### src/rtl/fpm_map.svh
// Address map, field limits and timing figures of the front-panel menu controller.
//
// Overview of operation
// - Settings change only for a session opened and closed by select with a yes, or by a remote write in remote mode.
// - About 30 s without switch activity abandons the session and restores settings.
// - Choosing the return marker, or passing the last item, opens the save prompt.
// - Committed settings are kept in retained storage and reloaded at power-up.
// - Power-up shows dark segments, then model and version, then frequency and gain.
// - Each horizontal actuation moves the cursor one place left or right, but not left of the first place or right of the return marker.
// - While editing gain, vertical raises or lowers the digit under the cursor.
// - Vertical toggles on/off items whichever direction is pressed.
// - Gain edits drive the output at once; storage is written only on yes or by a remote write.
// - Gain steps are 0.5, 1 or 10 dB by cursor position.
// - Select on a shown value advances to the next menu item.
// - Yes at the save prompt commits all settings; no restores the previous ones.
// - Alarm is lit whenever any oscillator loop reports loss of lock.
// - Remote LED is lit whenever remote mode is selected.
// - Internal mode uses and routes the built-in oscillator with an internal legend.
// - External mode uses and routes the external input with an external legend.
// - Auto mode uses the external input while its level is good, legend auto-E.
// - Auto mode falls back to the internal oscillator on low level, legend auto-I.
// - Panel edits hold gain from 000 to 300 in tenths of a dB; remote writes are not clamped.
// - Reference mode codes are 0 internal, 1 external, 2 auto.
`ifndef FPM_MAP_SVH
`define FPM_MAP_SVH

// ----------------------------------------------------------------------------
// Register map
// ----------------------------------------------------------------------------
`define FPM_ADDR_STATUS 12'h000
`define FPM_ADDR_CFG 12'h004

// ----------------------------------------------------------------------------
// Setting limits and steps
// ----------------------------------------------------------------------------
`define FPM_GAIN_MAX 9'h12c
`define FPM_GAIN_STEP0 9'h005
`define FPM_GAIN_STEP1 9'h00a
`define FPM_GAIN_STEP2 9'h064
`define FPM_OFS_MAX 13'h07d0
`define FPM_OFS_MIN 13'h1830
`define FPM_OFS_STEP0 13'h0001
`define FPM_OFS_STEP1 13'h000a
`define FPM_OFS_STEP2 13'h0064
`define FPM_REF_INT 2'h0
`define FPM_REF_EXT 2'h1
`define FPM_REF_AUTO 2'h2
`define FPM_CUR_WIDE 2'h3
`define FPM_CUR_NARROW 2'h1
`define FPM_CFG_RESET 31'h0000_0000

// ----------------------------------------------------------------------------
// Timing
// ----------------------------------------------------------------------------
`define FPM_CLK_PERIOD_NS 4
`define FPM_NS_PER_S 1000000000
`define FPM_NS_PER_MS 1000000
`define FPM_TIMEOUT_S 30
`define FPM_PU_STEP_MS 1000

`endif

### src/rtl/fpm_pkg.sv
// Types shared by the front-panel menu controller.
package fpm_pkg;

  typedef enum logic [11:0] {
    ST_PU_DARK = 12'h001,
    ST_PU_MODEL = 12'h002,
    ST_PU_FREQ = 12'h004,
    ST_NORMAL = 12'h008,
    ST_GAIN = 12'h010,
    ST_MUTE = 12'h020,
    ST_REFM = 12'h040,
    ST_REFO = 12'h080,
    ST_REMOTE = 12'h100,
    ST_RIF = 12'h200,
    ST_ADDR = 12'h400,
    ST_SAVE = 12'h800
  } fpm_state_e;

  typedef enum logic [1:0] {
    LEG_INT = 2'h0,
    LEG_EXT = 2'h1,
    LEG_AUTO_E = 2'h2,
    LEG_AUTO_I = 2'h3
  } fpm_legend_e;

  typedef struct packed {
    logic [11:0] offset;
    logic [4:0] addr;
    logic rif;
    logic remote;
    logic [1:0] refm;
    logic mute;
    logic [8:0] gain;
  } fpm_cfg_s;

  typedef struct packed {
    logic sel;
    logic left;
    logic right;
    logic up;
    logic down;
  } fpm_sw_s;

  typedef struct packed {
    logic [14:0] zero;
    logic in_session;
    logic ref_ext;
    logic alarm;
    fpm_legend_e legend;
    fpm_state_e st;
  } fpm_status_s;

  typedef struct packed {
    fpm_state_e st;
    logic [32:0] tmr;
    logic [1:0] cur;
    logic yes;
    fpm_cfg_s work;
    fpm_sw_s sw_prev;
    logic [8:0] gain_out;
    logic mute_out;
    fpm_legend_e legend;
    logic ref_ext;
    logic alarm;
    logic remote_led;
    logic pready;
    logic pslverr;
    logic [31:0] prdata;
  } fpm_core_s;

  typedef struct packed {
    fpm_cfg_s committed;
    logic wr_en;
    fpm_cfg_s wr_data;
  } fpm_nv_s;

endpackage

### src/rtl/fpm_top.sv
// Front-panel menu controller with APB status and remote settings access.
//
// Our own choices: the APB slave port and the address map.
`timescale 1ns/1ps
`include "fpm_map.svh"

module fpm_top
#(
  parameter logic [32:0] TIMEOUT_CYC =
    33'(64'(`FPM_TIMEOUT_S) * 64'(`FPM_NS_PER_S) / 64'(`FPM_CLK_PERIOD_NS)),
  parameter logic [32:0] PU_STEP_CYC =
    33'(64'(`FPM_PU_STEP_MS) * 64'(`FPM_NS_PER_MS) / 64'(`FPM_CLK_PERIOD_NS))
)
(
  // Clock and reset
  input wire logic pclk,
  input wire logic presetn,
  // APB slave
  input wire logic psel,
  input wire logic penable,
  input wire logic pwrite,
  input wire logic [11:0] paddr,
  input wire logic [31:0] pwdata,
  output logic [31:0] prdata,
  output logic pready,
  output logic pslverr,
  // Front-panel switches, debounced levels
  input wire fpm_pkg::fpm_sw_s sw,
  // Plant status
  input wire logic [1:0] pll_unlock,
  input wire logic ext_ref_ok,
  // Retained storage
  input wire fpm_pkg::fpm_cfg_s nv_rd_data,
  output logic nv_wr_en,
  output fpm_pkg::fpm_cfg_s nv_wr_data,
  // Display
  output fpm_pkg::fpm_state_e disp_state,
  output logic [1:0] disp_cursor,
  output logic disp_yes,
  output fpm_pkg::fpm_legend_e ref_legend,
  // Plant controls and LEDs
  output logic [8:0] gain_out,
  output logic rf_mute,
  output logic ref_sel_ext,
  output logic alarm_led,
  output logic remote_led
);

  fpm_pkg::fpm_core_s s_reg;
  fpm_pkg::fpm_core_s s_next;
  fpm_pkg::fpm_cfg_s committed;
  fpm_pkg::fpm_cfg_s commit_cfg;
  fpm_pkg::fpm_cfg_s cfg_src;
  fpm_pkg::fpm_sw_s act;
  fpm_pkg::fpm_status_s status;
  logic act_any;
  logic in_session;
  logic nv_load;
  logic commit;
  logic [1:0] cur_r;
  logic [8:0] gstep;
  logic [12:0] ostep;
  logic [12:0] ofs_w;
  logic [12:0] ofs_sum;

  // --------------------------------------------------------------------------
  // Retained settings
  // --------------------------------------------------------------------------
  fpm_nvstore u_nv
  (
    .pclk(pclk),
    .presetn(presetn),
    .load(nv_load),
    .nv_rd_data(nv_rd_data),
    .commit(commit),
    .commit_cfg(commit_cfg),
    .committed(committed),
    .nv_wr_en(nv_wr_en),
    .nv_wr_data(nv_wr_data)
  );

  // --------------------------------------------------------------------------
  // Switch actuation and cursor helpers
  // --------------------------------------------------------------------------
  assign act = fpm_pkg::fpm_sw_s'(sw & ~s_reg.sw_prev);
  assign act_any = |act;
  assign in_session = (s_reg.st != fpm_pkg::ST_PU_DARK) && (s_reg.st != fpm_pkg::ST_PU_MODEL) &&
                      (s_reg.st != fpm_pkg::ST_PU_FREQ) && (s_reg.st != fpm_pkg::ST_NORMAL);
  // Gain and offset carry three digit places before the return marker; other items one.
  assign cur_r = ((s_reg.st == fpm_pkg::ST_GAIN) || (s_reg.st == fpm_pkg::ST_REFO)) ?
                 `FPM_CUR_WIDE : `FPM_CUR_NARROW;
  assign gstep = (s_reg.cur == 2'h0) ? `FPM_GAIN_STEP0 :
                 (s_reg.cur == 2'h1) ? `FPM_GAIN_STEP1 : `FPM_GAIN_STEP2;
  assign ostep = (s_reg.cur == 2'h0) ? `FPM_OFS_STEP0 :
                 (s_reg.cur == 2'h1) ? `FPM_OFS_STEP1 : `FPM_OFS_STEP2;
  assign ofs_w = {s_reg.work.offset[11], s_reg.work.offset};
  assign ofs_sum = act.up ? 13'(ofs_w + ostep) : 13'(ofs_w - ostep);
  assign nv_load = (s_reg.st == fpm_pkg::ST_PU_DARK) && (s_reg.tmr == 33'h0);

  // --------------------------------------------------------------------------
  // Commit sources
  // --------------------------------------------------------------------------
  // A panel commit wins over a remote write in the same cycle.
  always_comb
  begin
    commit = 1'b0;
    commit_cfg = s_reg.work;
    if ((s_reg.st == fpm_pkg::ST_SAVE) && act.sel && s_reg.yes)
    begin
      commit = 1'b1;
    end
    else if (psel && penable && s_reg.pready && pwrite && (paddr == `FPM_ADDR_CFG) && committed.remote)
    begin
      commit = 1'b1;
      commit_cfg = fpm_pkg::fpm_cfg_s'(pwdata[30:0]);
    end
  end

  assign cfg_src = commit ? commit_cfg : committed;

  always_comb
  begin
    status = '0;
    status.st = s_reg.st;
    status.legend = s_reg.legend;
    status.alarm = s_reg.alarm;
    status.ref_ext = s_reg.ref_ext;
    status.in_session = in_session;
  end

  // --------------------------------------------------------------------------
  // Next state
  // --------------------------------------------------------------------------
  always_comb
  begin
    s_next = s_reg;
    s_next.sw_prev = sw;
    s_next.pready = 1'b0;
    s_next.pslverr = 1'b0;
    case (s_reg.st)
      fpm_pkg::ST_PU_DARK, fpm_pkg::ST_PU_MODEL, fpm_pkg::ST_PU_FREQ:
      begin
        if (s_reg.tmr == 33'(PU_STEP_CYC - 33'h1))
        begin
          s_next.tmr = '0;
          s_next.st = fpm_pkg::fpm_state_e'(s_reg.st << 1);
          s_next.work = committed;
        end
        else
        begin
          s_next.tmr = 33'(s_reg.tmr + 33'h1);
        end
      end
      fpm_pkg::ST_NORMAL:
      begin
        s_next.tmr = '0;
        s_next.work = committed;
        if (act.sel)
        begin
          s_next.st = fpm_pkg::ST_GAIN;
          s_next.cur = 2'h0;
        end
      end
      default:
      begin
        if (act_any)
        begin
          s_next.tmr = '0;
        end
        else if (s_reg.tmr == 33'(TIMEOUT_CYC - 33'h1))
        begin
          s_next.tmr = '0;
          s_next.st = fpm_pkg::ST_NORMAL;
          s_next.work = committed;
        end
        else
        begin
          s_next.tmr = 33'(s_reg.tmr + 33'h1);
        end
        if (act.left && (s_reg.cur != 2'h0))
        begin
          s_next.cur = 2'(s_reg.cur - 2'h1);
        end
        else if (act.right && (s_reg.cur != cur_r))
        begin
          s_next.cur = 2'(s_reg.cur + 2'h1);
        end
        if (act.sel)
        begin
          if (s_reg.st == fpm_pkg::ST_SAVE)
          begin
            s_next.st = fpm_pkg::ST_NORMAL;
            s_next.work = s_reg.yes ? s_reg.work : committed;
          end
          else if ((s_reg.cur == cur_r) || (s_reg.st == fpm_pkg::ST_ADDR))
          begin
            s_next.st = fpm_pkg::ST_SAVE;
            s_next.yes = 1'b1;
            s_next.cur = 2'h0;
          end
          else
          begin
            s_next.st = fpm_pkg::fpm_state_e'(s_reg.st << 1);
            s_next.cur = 2'h0;
          end
        end
        else if ((act.up || act.down) && ((s_reg.cur != cur_r) || (s_reg.st == fpm_pkg::ST_SAVE)))
        begin
          case (s_reg.st)
            fpm_pkg::ST_GAIN:
            begin
              if (act.up)
              begin
                s_next.work.gain = (s_reg.work.gain > 9'(`FPM_GAIN_MAX - gstep)) ?
                                   `FPM_GAIN_MAX : 9'(s_reg.work.gain + gstep);
              end
              else
              begin
                s_next.work.gain = (s_reg.work.gain < gstep) ? 9'h000 : 9'(s_reg.work.gain - gstep);
              end
            end
            fpm_pkg::ST_MUTE:
            begin
              s_next.work.mute = ~s_reg.work.mute;
            end
            fpm_pkg::ST_REMOTE:
            begin
              s_next.work.remote = ~s_reg.work.remote;
            end
            fpm_pkg::ST_RIF:
            begin
              s_next.work.rif = ~s_reg.work.rif;
            end
            fpm_pkg::ST_REFM:
            begin
              if (act.up)
              begin
                s_next.work.refm = (s_reg.work.refm == `FPM_REF_AUTO) ? `FPM_REF_INT :
                                   2'(s_reg.work.refm + 2'h1);
              end
              else
              begin
                s_next.work.refm = (s_reg.work.refm == `FPM_REF_INT) ? `FPM_REF_AUTO :
                                   2'(s_reg.work.refm - 2'h1);
              end
            end
            fpm_pkg::ST_REFO:
            begin
              if (act.up && ($signed(ofs_sum) > $signed(`FPM_OFS_MAX)))
              begin
                s_next.work.offset = 12'(`FPM_OFS_MAX);
              end
              else if (act.down && ($signed(ofs_sum) < $signed(`FPM_OFS_MIN)))
              begin
                s_next.work.offset = 12'(`FPM_OFS_MIN);
              end
              else
              begin
                s_next.work.offset = ofs_sum[11:0];
              end
            end
            fpm_pkg::ST_ADDR:
            begin
              s_next.work.addr = act.up ? 5'(s_reg.work.addr + 5'h01) : 5'(s_reg.work.addr - 5'h01);
            end
            default:
            begin
              s_next.yes = ~s_reg.yes;
            end
          endcase
        end
      end
    endcase

    // Gain follows the edit live; every other setting waits for the commit.
    s_next.gain_out = (commit || ((s_next.st != fpm_pkg::ST_NORMAL) && in_session)) ?
                      s_next.work.gain : committed.gain;
    s_next.mute_out = cfg_src.mute;
    s_next.remote_led = cfg_src.remote;
    s_next.alarm = |pll_unlock;
    if (cfg_src.refm == `FPM_REF_INT)
    begin
      s_next.ref_ext = 1'b0;
      s_next.legend = fpm_pkg::LEG_INT;
    end
    else if (cfg_src.refm == `FPM_REF_EXT)
    begin
      s_next.ref_ext = 1'b1;
      s_next.legend = fpm_pkg::LEG_EXT;
    end
    else if (ext_ref_ok)
    begin
      s_next.ref_ext = 1'b1;
      s_next.legend = fpm_pkg::LEG_AUTO_E;
    end
    else
    begin
      s_next.ref_ext = 1'b0;
      s_next.legend = fpm_pkg::LEG_AUTO_I;
    end

    // APB: data is captured in the setup cycle so the access phase completes at once.
    if (psel && !penable)
    begin
      s_next.pready = 1'b1;
      if (paddr == `FPM_ADDR_STATUS)
      begin
        s_next.prdata = pwrite ? s_reg.prdata : 32'(status);
      end
      else if (paddr == `FPM_ADDR_CFG)
      begin
        s_next.prdata = pwrite ? s_reg.prdata : {1'b0, committed};
      end
      else
      begin
        s_next.prdata = 32'h0000_0000;
        s_next.pslverr = 1'b1;
      end
    end
  end

  always_ff @(posedge pclk or negedge presetn)
  begin
    if (!presetn)
    begin
      s_reg <= '0;
      s_reg.st <= fpm_pkg::ST_PU_DARK;
    end
    else
    begin
      s_reg <= s_next;
    end
  end

  // --------------------------------------------------------------------------
  // Outputs
  // --------------------------------------------------------------------------
  assign prdata = s_reg.prdata;
  assign pready = s_reg.pready;
  assign pslverr = s_reg.pslverr;
  assign disp_state = s_reg.st;
  assign disp_cursor = s_reg.cur;
  assign disp_yes = s_reg.yes;
  assign ref_legend = s_reg.legend;
  assign gain_out = s_reg.gain_out;
  assign rf_mute = s_reg.mute_out;
  assign ref_sel_ext = s_reg.ref_ext;
  assign alarm_led = s_reg.alarm;
  assign remote_led = s_reg.remote_led;
endmodule // fpm_top

### src/rtl/fpm_nvstore.sv
// Committed-settings holder that mirrors the retained storage.
`timescale 1ns/1ps
`include "fpm_map.svh"

module fpm_nvstore
(
  // Clock and reset
  input wire logic pclk,
  input wire logic presetn,
  // Load from and commit to retained storage
  input wire logic load,
  input wire fpm_pkg::fpm_cfg_s nv_rd_data,
  input wire logic commit,
  input wire fpm_pkg::fpm_cfg_s commit_cfg,
  // Results
  output fpm_pkg::fpm_cfg_s committed,
  output logic nv_wr_en,
  output fpm_pkg::fpm_cfg_s nv_wr_data
);

  fpm_pkg::fpm_nv_s s_reg;
  fpm_pkg::fpm_nv_s s_next;

  // The stored image is taken after reset release, never under the reset itself.
  always_comb
  begin
    s_next = s_reg;
    s_next.wr_en = 1'b0;
    if (load)
    begin
      s_next.committed = nv_rd_data;
    end
    else if (commit)
    begin
      s_next.committed = commit_cfg;
      s_next.wr_en = 1'b1;
      s_next.wr_data = commit_cfg;
    end
  end

  always_ff @(posedge pclk or negedge presetn)
  begin
    if (!presetn)
    begin
      s_reg <= '0;
    end
    else
    begin
      s_reg <= s_next;
    end
  end

  assign committed = s_reg.committed;
  assign nv_wr_en = s_reg.wr_en;
  assign nv_wr_data = s_reg.wr_data;

endmodule // fpm_nvstore

### config.mk
export PLATFORM = sky130hd
export DESIGN_NAME = fpm_top
export DESIGN_NICKNAME = d
export VERILOG_FILES = /design/src/rtl/fpm_pkg.sv /design/src/rtl/fpm_top.sv /design/src/rtl/fpm_nvstore.sv
export VERILOG_INCLUDE_DIRS = /design/src /design/src/rtl
export SDC_FILE = /design/constraint.sdc
export NUM_CORES = 1
export LEC_CHECK = 0
export BUFFER_PORTS_ARGS = -buffer_cell sky130_fd_sc_hd__buf_2
export CORE_UTILIZATION = 51
export CTS_CLUSTER_SIZE = 24
export DETAILED_ROUTE_END_ITERATION = 8
export GPL_TIMING_DRIVEN = 0
export PLACE_DENSITY = 0.72
export SLEW_MARGIN = 20
export SYNTH_ARGS = -nofsm -noshare
export SYNTH_HDL_FRONTEND = slang
export SYNTH_SLANG_ARGS = --single-unit
### constraint.sdc
create_clock -name pclk -period 4.7 [get_ports pclk]
set_clock_uncertainty 0.1 [all_clocks]
set_input_delay 0 -clock pclk [delete_from_list [all_inputs] [get_ports pclk]]
set_output_delay 0 -clock pclk [all_outputs]
set_load 0.02 [all_outputs]
==> results_dict.tcl, run 1 <==
set metrics [dict create \
    dp.cells 1966 \
    cp_max_fo 10 \
    crit_type "register to register" \
    rsz0062_at_grt "true" \
    min_from "penable" \
    clockBufferDepth 2 \
    dieArea_sq_um 25300 \
    syn2layout_area_growth_pct 24.6 \
    wl_met2_mm 20.7 \
    grt_pass1_vias 12463 \
    initial_core_util_pct 51.9 \
    ys_async_sr_fraction_pct 100 \
    antenna_found_initial 0 \
    p_per_area_nw_per_um2 541 \
    drt_wl_total_mm 44.3 \
    fp.dieW_microns 159 \
    ys_ff_latch 195 \
    final_layout_size_suffix_gt1_share_pct 18.9 \
    synth_edf_count 0 \
    io_pins 184 \
    drc 0 \
    grt_overflow 0 \
    dr_total_vias 12908 \
    drt_iter0_markers 1462 \
    routed.top_layer "met4" \
    ys.flop_type "dfrtp_1" \
    cts_root_buffer "clkbuf_16" \
    post-route-min-period_ps 4550 \
    final_nets 1902 \
    cts_buffers 17 \
    drt_pass1_iterations 6 \
    syn_inst 1460 \
    cts_sinks 195 \
    power.total_w 0.00848 \
    end_kind "register" \
    slowest_delay_ps 820 \
    start_kind "register" \
    rows 57 \
    finalSetupViolCount 0 \
    grt_pass1_wl_mm 68.9 \
    synth_warnings 0 \
    hpwlAfterDp_mm 32.2 \
    gp_congestion 0.957 \
    required_ps 4990 \
    worstReg2RegStart "disp_state[0]$_DFF_PN1_" \
    synth_nets 1593 \
    synth_cell_types 87 \
    fin_cells 2106 \
    ir_drop_mv 0.279 \
    worstPathCellList "buf_2, clkbuf_1, nor4b_1, nand2_1, nor2_1, nand2_1, nor4_1, clkbuf_1, buf_1, nand2_1, o21ai_0, dlygate4sd3_1" \
    avgSynthCellArea_sq_um 8.62 \
    clkSlewWorstSetupHoldPaths_ps 80 \
    syn_area_sq_um 12600 \
    finalHoldViolations 0 \
    post_drt_wl_per_cell_microns 21.0 \
    insertion_delay_ps 460 \
    fillers 2086 \
    cpMaxStageDelayCell "nor4_1" \
    drt-met1-wl_mm 18.0 \
    hold_class "primary input to register" \
    largest_reg_flops 57 \
    met3_length_mm 3.71 \
    htreeDepth 4 \
    status "complete, no violations" \
    die_h_microns 159 \
    core_sq_um 24200 \
    dp_worst_setup_slack_ps -292 \
    grt_start_max_net_pins 72 \
    worst_slew_pin_slew_ps 1210 \
    cts_tree "yes" \
    fin_ws_ps 150 \
    fin_hold_ws_ps 64.3 \
    cp_num_buf_inv 5 \
    critPathArrivalTime_ps 4840 \
    drv_slew 0 \
    num_antenna_cells 0 \
    grtUsageTotal_pct 35.0 \
    ant_nets 0 \
    crit_family "buffers and inverters" \
    startpoint "disp_state[0]$_DFF_PN1_" \
    p_leak_nw 7.39 \
    yosysSeqAreaShare_pct 38.8 \
    fmax_mhz 220 \
    cpMostUsedCell "nand2_1" \
    relSlewSlack_pct 19.4 \
    drt-vias-per-instance 6.13 \
    drv_cap 0 \
    fin_crit_sh_pct 96.8 \
    port-buffer-count 180 \
]
==> path summary, 6_finish.rpt <==
| kind | slack (ps) | to | cells past startpoint |
|---|---|---|---|
| max in group asynchronous | 2740 | u_nv.nv_wr_data[3]$_DFFE_PN0P_ | 4 |
| worst max-delay path | 150 | u_nv.committed[15]$_DFFE_PN0P_ | 12 |
| min in group asynchronous | 490 | u_nv.nv_wr_data[18]$_DFFE_PN0P_ | 3 |
| worst min-delay path | 60 | prdata[17]$_DFFE_PN0P_ | 4 |
| worst min register to register | 390 | prdata[10]$_DFFE_PN0P_ | 2 |
| worst max register to register | 150 | u_nv.committed[15]$_DFFE_PN0P_ | 12 |
==> where the power goes <==
| part | total [W] | switching (W) | internal [W] | leakage (nW) |
|---|---|---|---|---|
| clock network | 0.00152 | 0.000743 | 0.000780 | 0.288 |
| registers | 0.00258 | 0.000512 | 0.00206 | 2.61 |
| logic | 0.00438 | 0.00259 | 0.00179 | 4.50 |
| total | 0.00848 | 0.00385 | 0.00463 | 7.39 |
==> routing by layer <==
metal	track usage [%]	vias to the layer above
li1	-	5824
met1	45.4	6243
met2	57.0	701
met3	6.62	140
met4	16.0	0
met5	0	-
==> worst reg2reg max path, delay by kind of cell (launching register included) <==
| family | cells | cell delay [ps] |
|---|---|---|
| buffers and inverters | 5 | 2260 |
| AOI/OAI and AO/OA | 1 | 100 |
| and+or+nand+nor | 6 | 1500 |
| DFF | 1 | 530 |
==> layout make-up <==
| cell class | count | area [sq um] | area share [%] |
|---|---|---|---|
| clock inverter | 13 | 139 | 0.886 |
| multi-input combinational | 1093 | 6860 | 43.7 |
| buffer | 145 | 791 | 5.04 |
| tap | 324 | 405 | 2.59 |
| inverter | 26 | 97.6 | 0.622 |
| sequential | 195 | 4880 | 31.1 |
| timing repair buffer | 291 | 2050 | 13.1 |
| clock buffer | 19 | 453 | 2.89 |
==> synthesized netlist by cell type (10+ instances only) <==
cell type / n / share of area, %
nand2_1: 199 / 5.9
dfrtp_1: 194 / 39
nor2_1: 124 / 3.7
o21ai_0: 120 / 4.8
a21oi_1: 90 / 3.6
clkbuf_1: 74 / 2.2
buf_4: 57 / 3.4
nand3_1: 51 / 2.0
ha_1: 41 / 4.1
mux2i_1: 37 / 2.9
nor3_1: 30 / 1.2
xor2_1: 30 / 2.1
inv_1: 26 / 0.78
o31ai_1: 25 / 1.5
xnor2_1: 24 / 1.7
a22o_1: 20 / 1.4
nand2b_1: 20 / 0.99
o22ai_1: 20 / 0.99
nor4_1: 18 / 0.89
and3_1: 17 / 0.84
a22oi_1: 16 / 0.95
nand4_1: 16 / 0.80
a221o_1: 13 / 1.0
a21o_1: 11 / 0.66
o211ai_1: 10 / 0.60
==> logic make-up after synthesis <==
group                      synth area share [%]
buffers and inverters                      7.04
adders and majority gates                  4.71
AOI/OAI and AO/OA                          20.4
xor gates and xnor gates                   3.76
DFF                                        38.8
other                                    0.0597
and+or+nand+nor                            21.0
muxes                                      4.25
==> stage by stage <==
stage | TNS (ps) | utilization (%) | instance area, sq um
2_1_floorplan | 0 | - | 12600
3_3_place_gp | -6000 | 57.3 | 13900
3_5_place_dp | -3730 | 57.6 | 14000
4_1_cts | 0 | 64.5 | 15600
5_1_grt | -28.5 | 64.7 | 15700
6_report | 0 | 64.7 | 15700
==> cell usage in the layout, fill, tap and decap left out, types with 23 or more instances in the layout <==
cell,netlist,routed
buf_4,57,58
mux2i_1,37,37
nand2_1,199,199
a21oi_1,90,89
nor2_1,124,123
dfrtp_1,194,194
nor3_1,30,29
o31ai_1,25,25
ha_1,41,40
xnor2_1,24,23
dlygate4sd3_1,0,108
o21ai_0,120,119
clkbuf_1,74,69
nand3_1,51,51
inv_1,26,26
buf_2,9,188
xor2_1,30,30
==> timing repair <==
action	in CTS	in global routing
endpoints found under the hold margin	279	0
resized for setup	5	10
buffers inserted	0	1
setup endpoints to repair	20	22
hold buffers	108	0
gates cloned	0	0
Note: power is estimated with default switching activity, not from simulation.
==> run 2: changes to the inputs <==
- BUFFER_PORTS_ARGS: -buffer_cell sky130_fd_sc_hd__buf_2 -> default
- DONT_BUFFER_PORTS: default -> 1
- PLACE_DENSITY: 0.72 -> 0.66
==> run 2 against run 1 <==
Effect of this change: register-to-register slack gained 96 ps; largest power group unchanged; flip-flop and latch count did not move; cell area is 5.8% lower; first-iteration DRC count decreased by 18%; worst setup slack better by 96 ps; cell count down 8.6%; worst hold slack worse by 53 ps.
==> results_dict.tcl, run 2 (synthesized netlist as in run 1, its figures left out) <==
set metrics [dict create \
    grt_pass1_vias 11496 \
    fillers 2157 \
    cts_sinks 195 \
    ir_drop_mv 0.282 \
    utilization_pct 60.9 \
    status "complete, no violations" \
    largest_reg_flops 57 \
    drt_iter0_markers 1194 \
    dieArea_sq_um 25300 \
    pwr-share-seq_pct 33.0 \
    fp.dieW_microns 159 \
    final_common_cell "nand2_1" \
    finalSetupViolCount 0 \
    post_drt_wl_per_cell_microns 22.7 \
    cts_root_buffer "clkbuf_16" \
    combPwrFrac_pct 48.0 \
    drt_pass1_iterations 6 \
    finalHoldViolations 0 \
    io_pins 184 \
    seqCellArea_sq_um 4880 \
    initial_core_util_pct 51.9 \
    cpMaxStageDelayCell "or4b_2" \
    drc 0 \
    grt_start_max_net_pins 196 \
    critPathArrivalTime_ps 4740 \
    power.total_w 0.00842 \
    fin_crit_sh_pct 94.8 \
    worstPathCellList "inv_1, ha_1, inv_1, ha_1, nor2b_1, o311ai_1, nor3b_1, o21ai_0, or4b_2, nand2_1, a221oi_1, o21ai_0, mux2_4" \
    cts_buffers 17 \
    layout_common_cells "199 x nand2_1, 194 x dfrtp_1, 123 x nor2_1" \
    start_kind "register" \
    ant_nets 0 \
    intPower_w 0.00458 \
    core_sq_um 24200 \
    fin_hold_ws_ps 10.8 \
    p_switching_w 0.00384 \
    rsz0062_at_grt "false" \
    grt_overflow 0 \
    drv_slew 0 \
    htreeDepth 4 \
    multi_input_area_sq_um 6880 \
    insertion_delay_ps 450 \
    syn2layout_area_growth_pct 17.4 \
    crit_type "register to register" \
    drt_wl_total_mm 43.6 \
    drv_cap 0 \
    switching_share_pct 45.6 \
    rows 57 \
    drt-vias-per-instance 6.24 \
    post-route-min-period_ps 4450 \
    cts_tree "yes" \
    gp_congestion 0.938 \
    p_leak_nw 6.56 \
    grt_pass1_wl_mm 66.7 \
    die_h_microns 159 \
    cp_max_fo 8 \
    end_kind "register" \
    port-buffer-count 0 \
    final_nets 1720 \
    fmax_mhz 224 \
    hold_class "primary input to register" \
    final_layout_size_suffix_gt1_share_pct 9.69 \
    clkSlewWorstSetupHoldPaths_ps 90 \
    cts_setup_buffers 0 \
    slowest_delay_ps 620 \
    clockBufferDepth 2 \
    power_frac_clock_pct 18.9 \
    required_ps 4990 \
    p_per_area_nw_per_um2 570 \
    worst_slew_pin_slew_ps 1070 \
    relSlewSlack_pct 28.6 \
    dr_total_vias 12016 \
    hpwlAfterDp_mm 31.2 \
    grtUsageTotal_pct 34.4 \
    antenna_found_initial 1 \
]
==> run 2: cell types whose count changed in the layout (fill, tap and decap cells not counted), moves of 2 or more <==
cell	previous run	this run
buf_2	188	9
bufinv_16	1	3
inv_8	4	1
nor4_1	18	16
nor4_2	1	3
==> run 2: final cells by class <==
| class | instances | share of cell area [%] |
|---|---|---|
| timing repair buffer | 109 | 7.50 |
| clock inverter | 13 | 1.16 |
| sequential | 195 | 33.0 |
| antenna | 1 | 0.0169 |
| inverter | 26 | 0.661 |
| multi-input combinational | 1093 | 46.5 |
| buffer | 145 | 5.35 |
| tap | 324 | 2.74 |
| clock buffer | 19 | 3.00 |
==> run 2: critical path: cells and delay by family, from the launching register on <==
family | cells | cell delay (ps)
simple gates | 4 | 1290
compound gates | 4 | 1040
fa+ha+maj | 2 | 860
buf+inv | 2 | 460
flops | 1 | 440
mux | 1 | 190
==> run 2: routing by layer <==
| metal | share of wire (%) | global-route usage [%] |
|---|---|---|
| met3 | 8.9 | 7.76 |
| met2 | 45 | 52.9 |
| met4 | 4.8 | 17.3 |
| met1 | 41 | 45.6 |
| met5 | 0 | 0 |
==> run 2: power by group through the flow <==
stage	Clock [W]	Sequential, W	Combinational [W]
after floorplan	0	0.00253	0.00281
after global placement	0	0.00278	0.00359
after detailed placement	0	0.00278	0.00363
after CTS	0.00160	0.00276	0.00391
after global routing	0.00167	0.00281	0.00441
final	0.00159	0.00278	0.00404
==> run 2: stage by stage <==
step	worst slack, ps	setup TNS [ps]	std cells	area, sq um
floorplan	711	0	1460	12600
global placement	-902	-11600	1784	13000
detailed placement	-414	-6200	1784	13000
CTS	59.0	0	1925	14700
global route	11.7	0	1924	14800
finish	246	0	1925	14800
==> run 2: worst paths after layout <==
kind,start,endpoint,slack (ps),depth (start not counted)
max in group asynchronous,presetn,s_reg[97]$_DFF_PN0_,3510,2
setup reg to reg,disp_cursor[1]$_DFFE_PN0P_,gain_out[7]$_DFF_PN0_,250,13
min in group asynchronous,presetn,prdata[29]$_DFFE_PN0P_,120,2
setup / recovery,disp_cursor[1]$_DFFE_PN0P_,gain_out[7]$_DFF_PN0_,250,13
hold reg to reg,prdata[1]$_DFFE_PN0P_,prdata[1]$_DFFE_PN0P_,390,2
hold / removal,sw[1],s_reg[50]$_DFF_PN0_,10,1
==> run 2: what timing repair did <==
item,4_1_cts,5_1_grt
hold buffers,109,0
pin swaps,0,0
endpoints found under the setup margin,25,24
hold endpoints to repair,282,0
gates resized for setup,7,11
==> run 3: changes to the inputs <==
- CORE_MARGIN: default -> 10
- clock period: 4.7 -> 5 ns (I/O delays scaled with it)
==> run 3 against run 2 <==
Effect of this change: worst setup slack worse by 32 ps; first-iteration DRC count is 41% higher; via count is 0.52% higher; register-to-register slack worse by 30 ps; critical path type unchanged; highest routed layer unchanged; sequential share of layout area is 0.084 points higher; cell area is 0.25% lower; global-route usage is 6.6 points lower; count of clock-buffer cells in the layout is 2 lower; power is 7.7% lower; critical path depth is 1 higher; clock power is 12% lower.
==> results_dict.tcl, run 3 (synthesized netlist as in run 1, its figures left out) <==
set metrics [dict create \
    multi_input_area_sq_um 6850 \
    drv_cap 0 \
    core_sq_um 24300 \
    power_frac_clock_pct 18.0 \
    crit_type "register to register" \
    post-route-min-period_ps 4790 \
    switching_share_pct 46.6 \
    pwr-share-seq_pct 33.6 \
    p_switching_w 0.00362 \
    dr_total_vias 12078 \
    fp.dieW_microns 177 \
    finalSetupViolCount 0 \
    antenna_found_initial 3 \
    fin_ws_ps 214 \
    post_drt_wl_per_cell_microns 23.1 \
    rows 57 \
    cp_max_fo 9 \
    cts_buffers 17 \
    largest_reg_flops 57 \
    clkSlewWorstSetupHoldPaths_ps 80 \
    status "complete, no violations" \
    placed_area_sq_um 13000 \
    ir_drop_mv 0.292 \
    drt_wl_total_mm 44.5 \
    grt_start_max_net_pins 196 \
    final_layout_size_suffix_gt1_share_pct 9.24 \
    insertion_delay_ps 460 \
    ant_nets 0 \
    io_pins 184 \
    drc 0 \
    drt_pass1_iterations 6 \
    drt-vias-per-instance 6.26 \
    grt_pass1_wl_mm 67.9 \
    fillers 2140 \
    cts_sinks 195 \
    grt_overflow 0 \
    initial_core_util_pct 51.8 \
    rsz0062_at_grt "false" \
    finalHoldViolations 0 \
    clockBufferDepth 2 \
    final_common_cell "nand2_1" \
    drv_slew 0 \
    relSlewSlack_pct 20.3 \
    final_nets 1722 \
    syn2layout_area_growth_pct 17.1 \
    final_cell_area_sq_um 14700 \
    dp_worst_setup_slack_ps -68.5 \
    cts_setup_buffers 0 \
    cts_tree "yes" \
    fin_crit_sh_pct 95.7 \
    grtUsageTotal_pct 27.8 \
    p_per_area_nw_per_um2 527 \
    drt_iter0_markers 1685 \
    required_ps 5240 \
    grt_pass1_vias 11827 \
    htreeDepth 4 \
    port-buffer-count 0 \
    die_h_microns 177 \
    gp_congestion 0.985 \
    start_kind "register" \
    hold_class "primary input to register" \
    dieArea_sq_um 31400 \
    fmax_mhz 209 \
    combPwrFrac_pct 48.4 \
    end_kind "register" \
    cts_root_buffer "clkbuf_16" \
    intPower_w 0.00415 \
    worst_slew_pin_slew_ps 1180 \
    layout_common_cells "199 x nand2_1, 194 x dfrtp_1, 123 x nor2_1" \
    p_leak_nw 6.53 \
    critPathArrivalTime_ps 5030 \
    hpwlAfterDp_mm 32.5 \
    seqCellArea_sq_um 4880 \
]
==> run 3: changes by cell type in the layout (fill, tap and decap cells not counted), moves of 2 or more <==
cell,change
bufinv_16,-3
clkbuf_1,+2
clkbuf_2,-3
clkinv_2,-2
clkinv_8,+4
diode_2,+2
nor4_1,+2
nor4_2,-2
==> run 3: worst max-delay path, stage by stage (launching register included) <==
cell and delay [ps]:
dfrtp_1 440, clkbuf_1 350, inv_1 150, ha_1 380
nor2_4 300, inv_1 140, ha_1 410, or3b_2 520
a211oi_1 240, a2111oi_0 80, o21ai_0 440, nor2_1 210
a221oi_1 470, o31ai_1 160, mux2_4 290
==> run 3: cell type report <==
class                      count  area share [%]
clock inverter                15            1.11
multi-input combinational   1093            46.5
inverter                      26           0.662
sequential                   195            33.1
buffer                       146            5.37
antenna                        3          0.0509
timing repair buffer         110            7.59
clock buffer                  17            2.89
tap                          324            2.75
==> run 3: stage by stage <==
step	cells	hold slack (ps)	util [%]	total power [W]	TNS [ps]
2_1_floorplan	1460	-396	-	0.00502	0
3_3_place_gp	1784	-382	53.4	0.00599	-1880
3_5_place_dp	1784	-382	53.5	0.00604	-551
4_1_cts	1926	0.711	60.5	0.00768	0
5_1_grt	1928	24.9	60.6	0.00820	0
6_report	1929	25.8	60.6	0.00777	0
==> run 3: final timing paths <==
kind,start,end,slack (ps),cells past startpoint
setup / recovery,disp_cursor[0]$_DFFE_PN0P_,gain_out[1]$_DFF_PN0_,210,14
setup reg to reg,disp_cursor[0]$_DFFE_PN0P_,gain_out[1]$_DFF_PN0_,210,14
hold reg to reg,prdata[12]$_DFFE_PN0P_,prdata[12]$_DFFE_PN0P_,390,2
hold / removal,pwrite,prdata[1]$_DFFE_PN0P_,30,5
max in group asynchronous,presetn,u_nv.nv_wr_data[5]$_DFFE_PN0P_,3800,2
min in group asynchronous,presetn,prdata[10]$_DFFE_PN0P_,180,2
==> run 3: what timing repair did <==
action                                 4_1_cts  5_1_grt
endpoints found under the hold margin      283        0
setup endpoints to repair                   10       16
hold buffers                               110        0
gates resized for setup                      2        5
==> run 3: power by group through the flow <==
stage | clock [W] | sequential, W | combinational, W
5_1_grt | 0.00148 | 0.00263 | 0.00410
3_3_place_gp | 0 | 0.00263 | 0.00336
2_1_floorplan | 0 | 0.00238 | 0.00264
6_report | 0.00140 | 0.00261 | 0.00376
3_5_place_dp | 0 | 0.00263 | 0.00341
4_1_cts | 0.00142 | 0.00260 | 0.00366
==> run 3: metal layers <==
layer  GRT usage [%]  vias to the layer above  share of wire, %
li1                -                     5493                 -
met1            35.4                     5820                41
met2            44.0                      647                46
met3            6.10                      118               8.8
met4            13.1                        0               4.3
met5               0                        -                 0
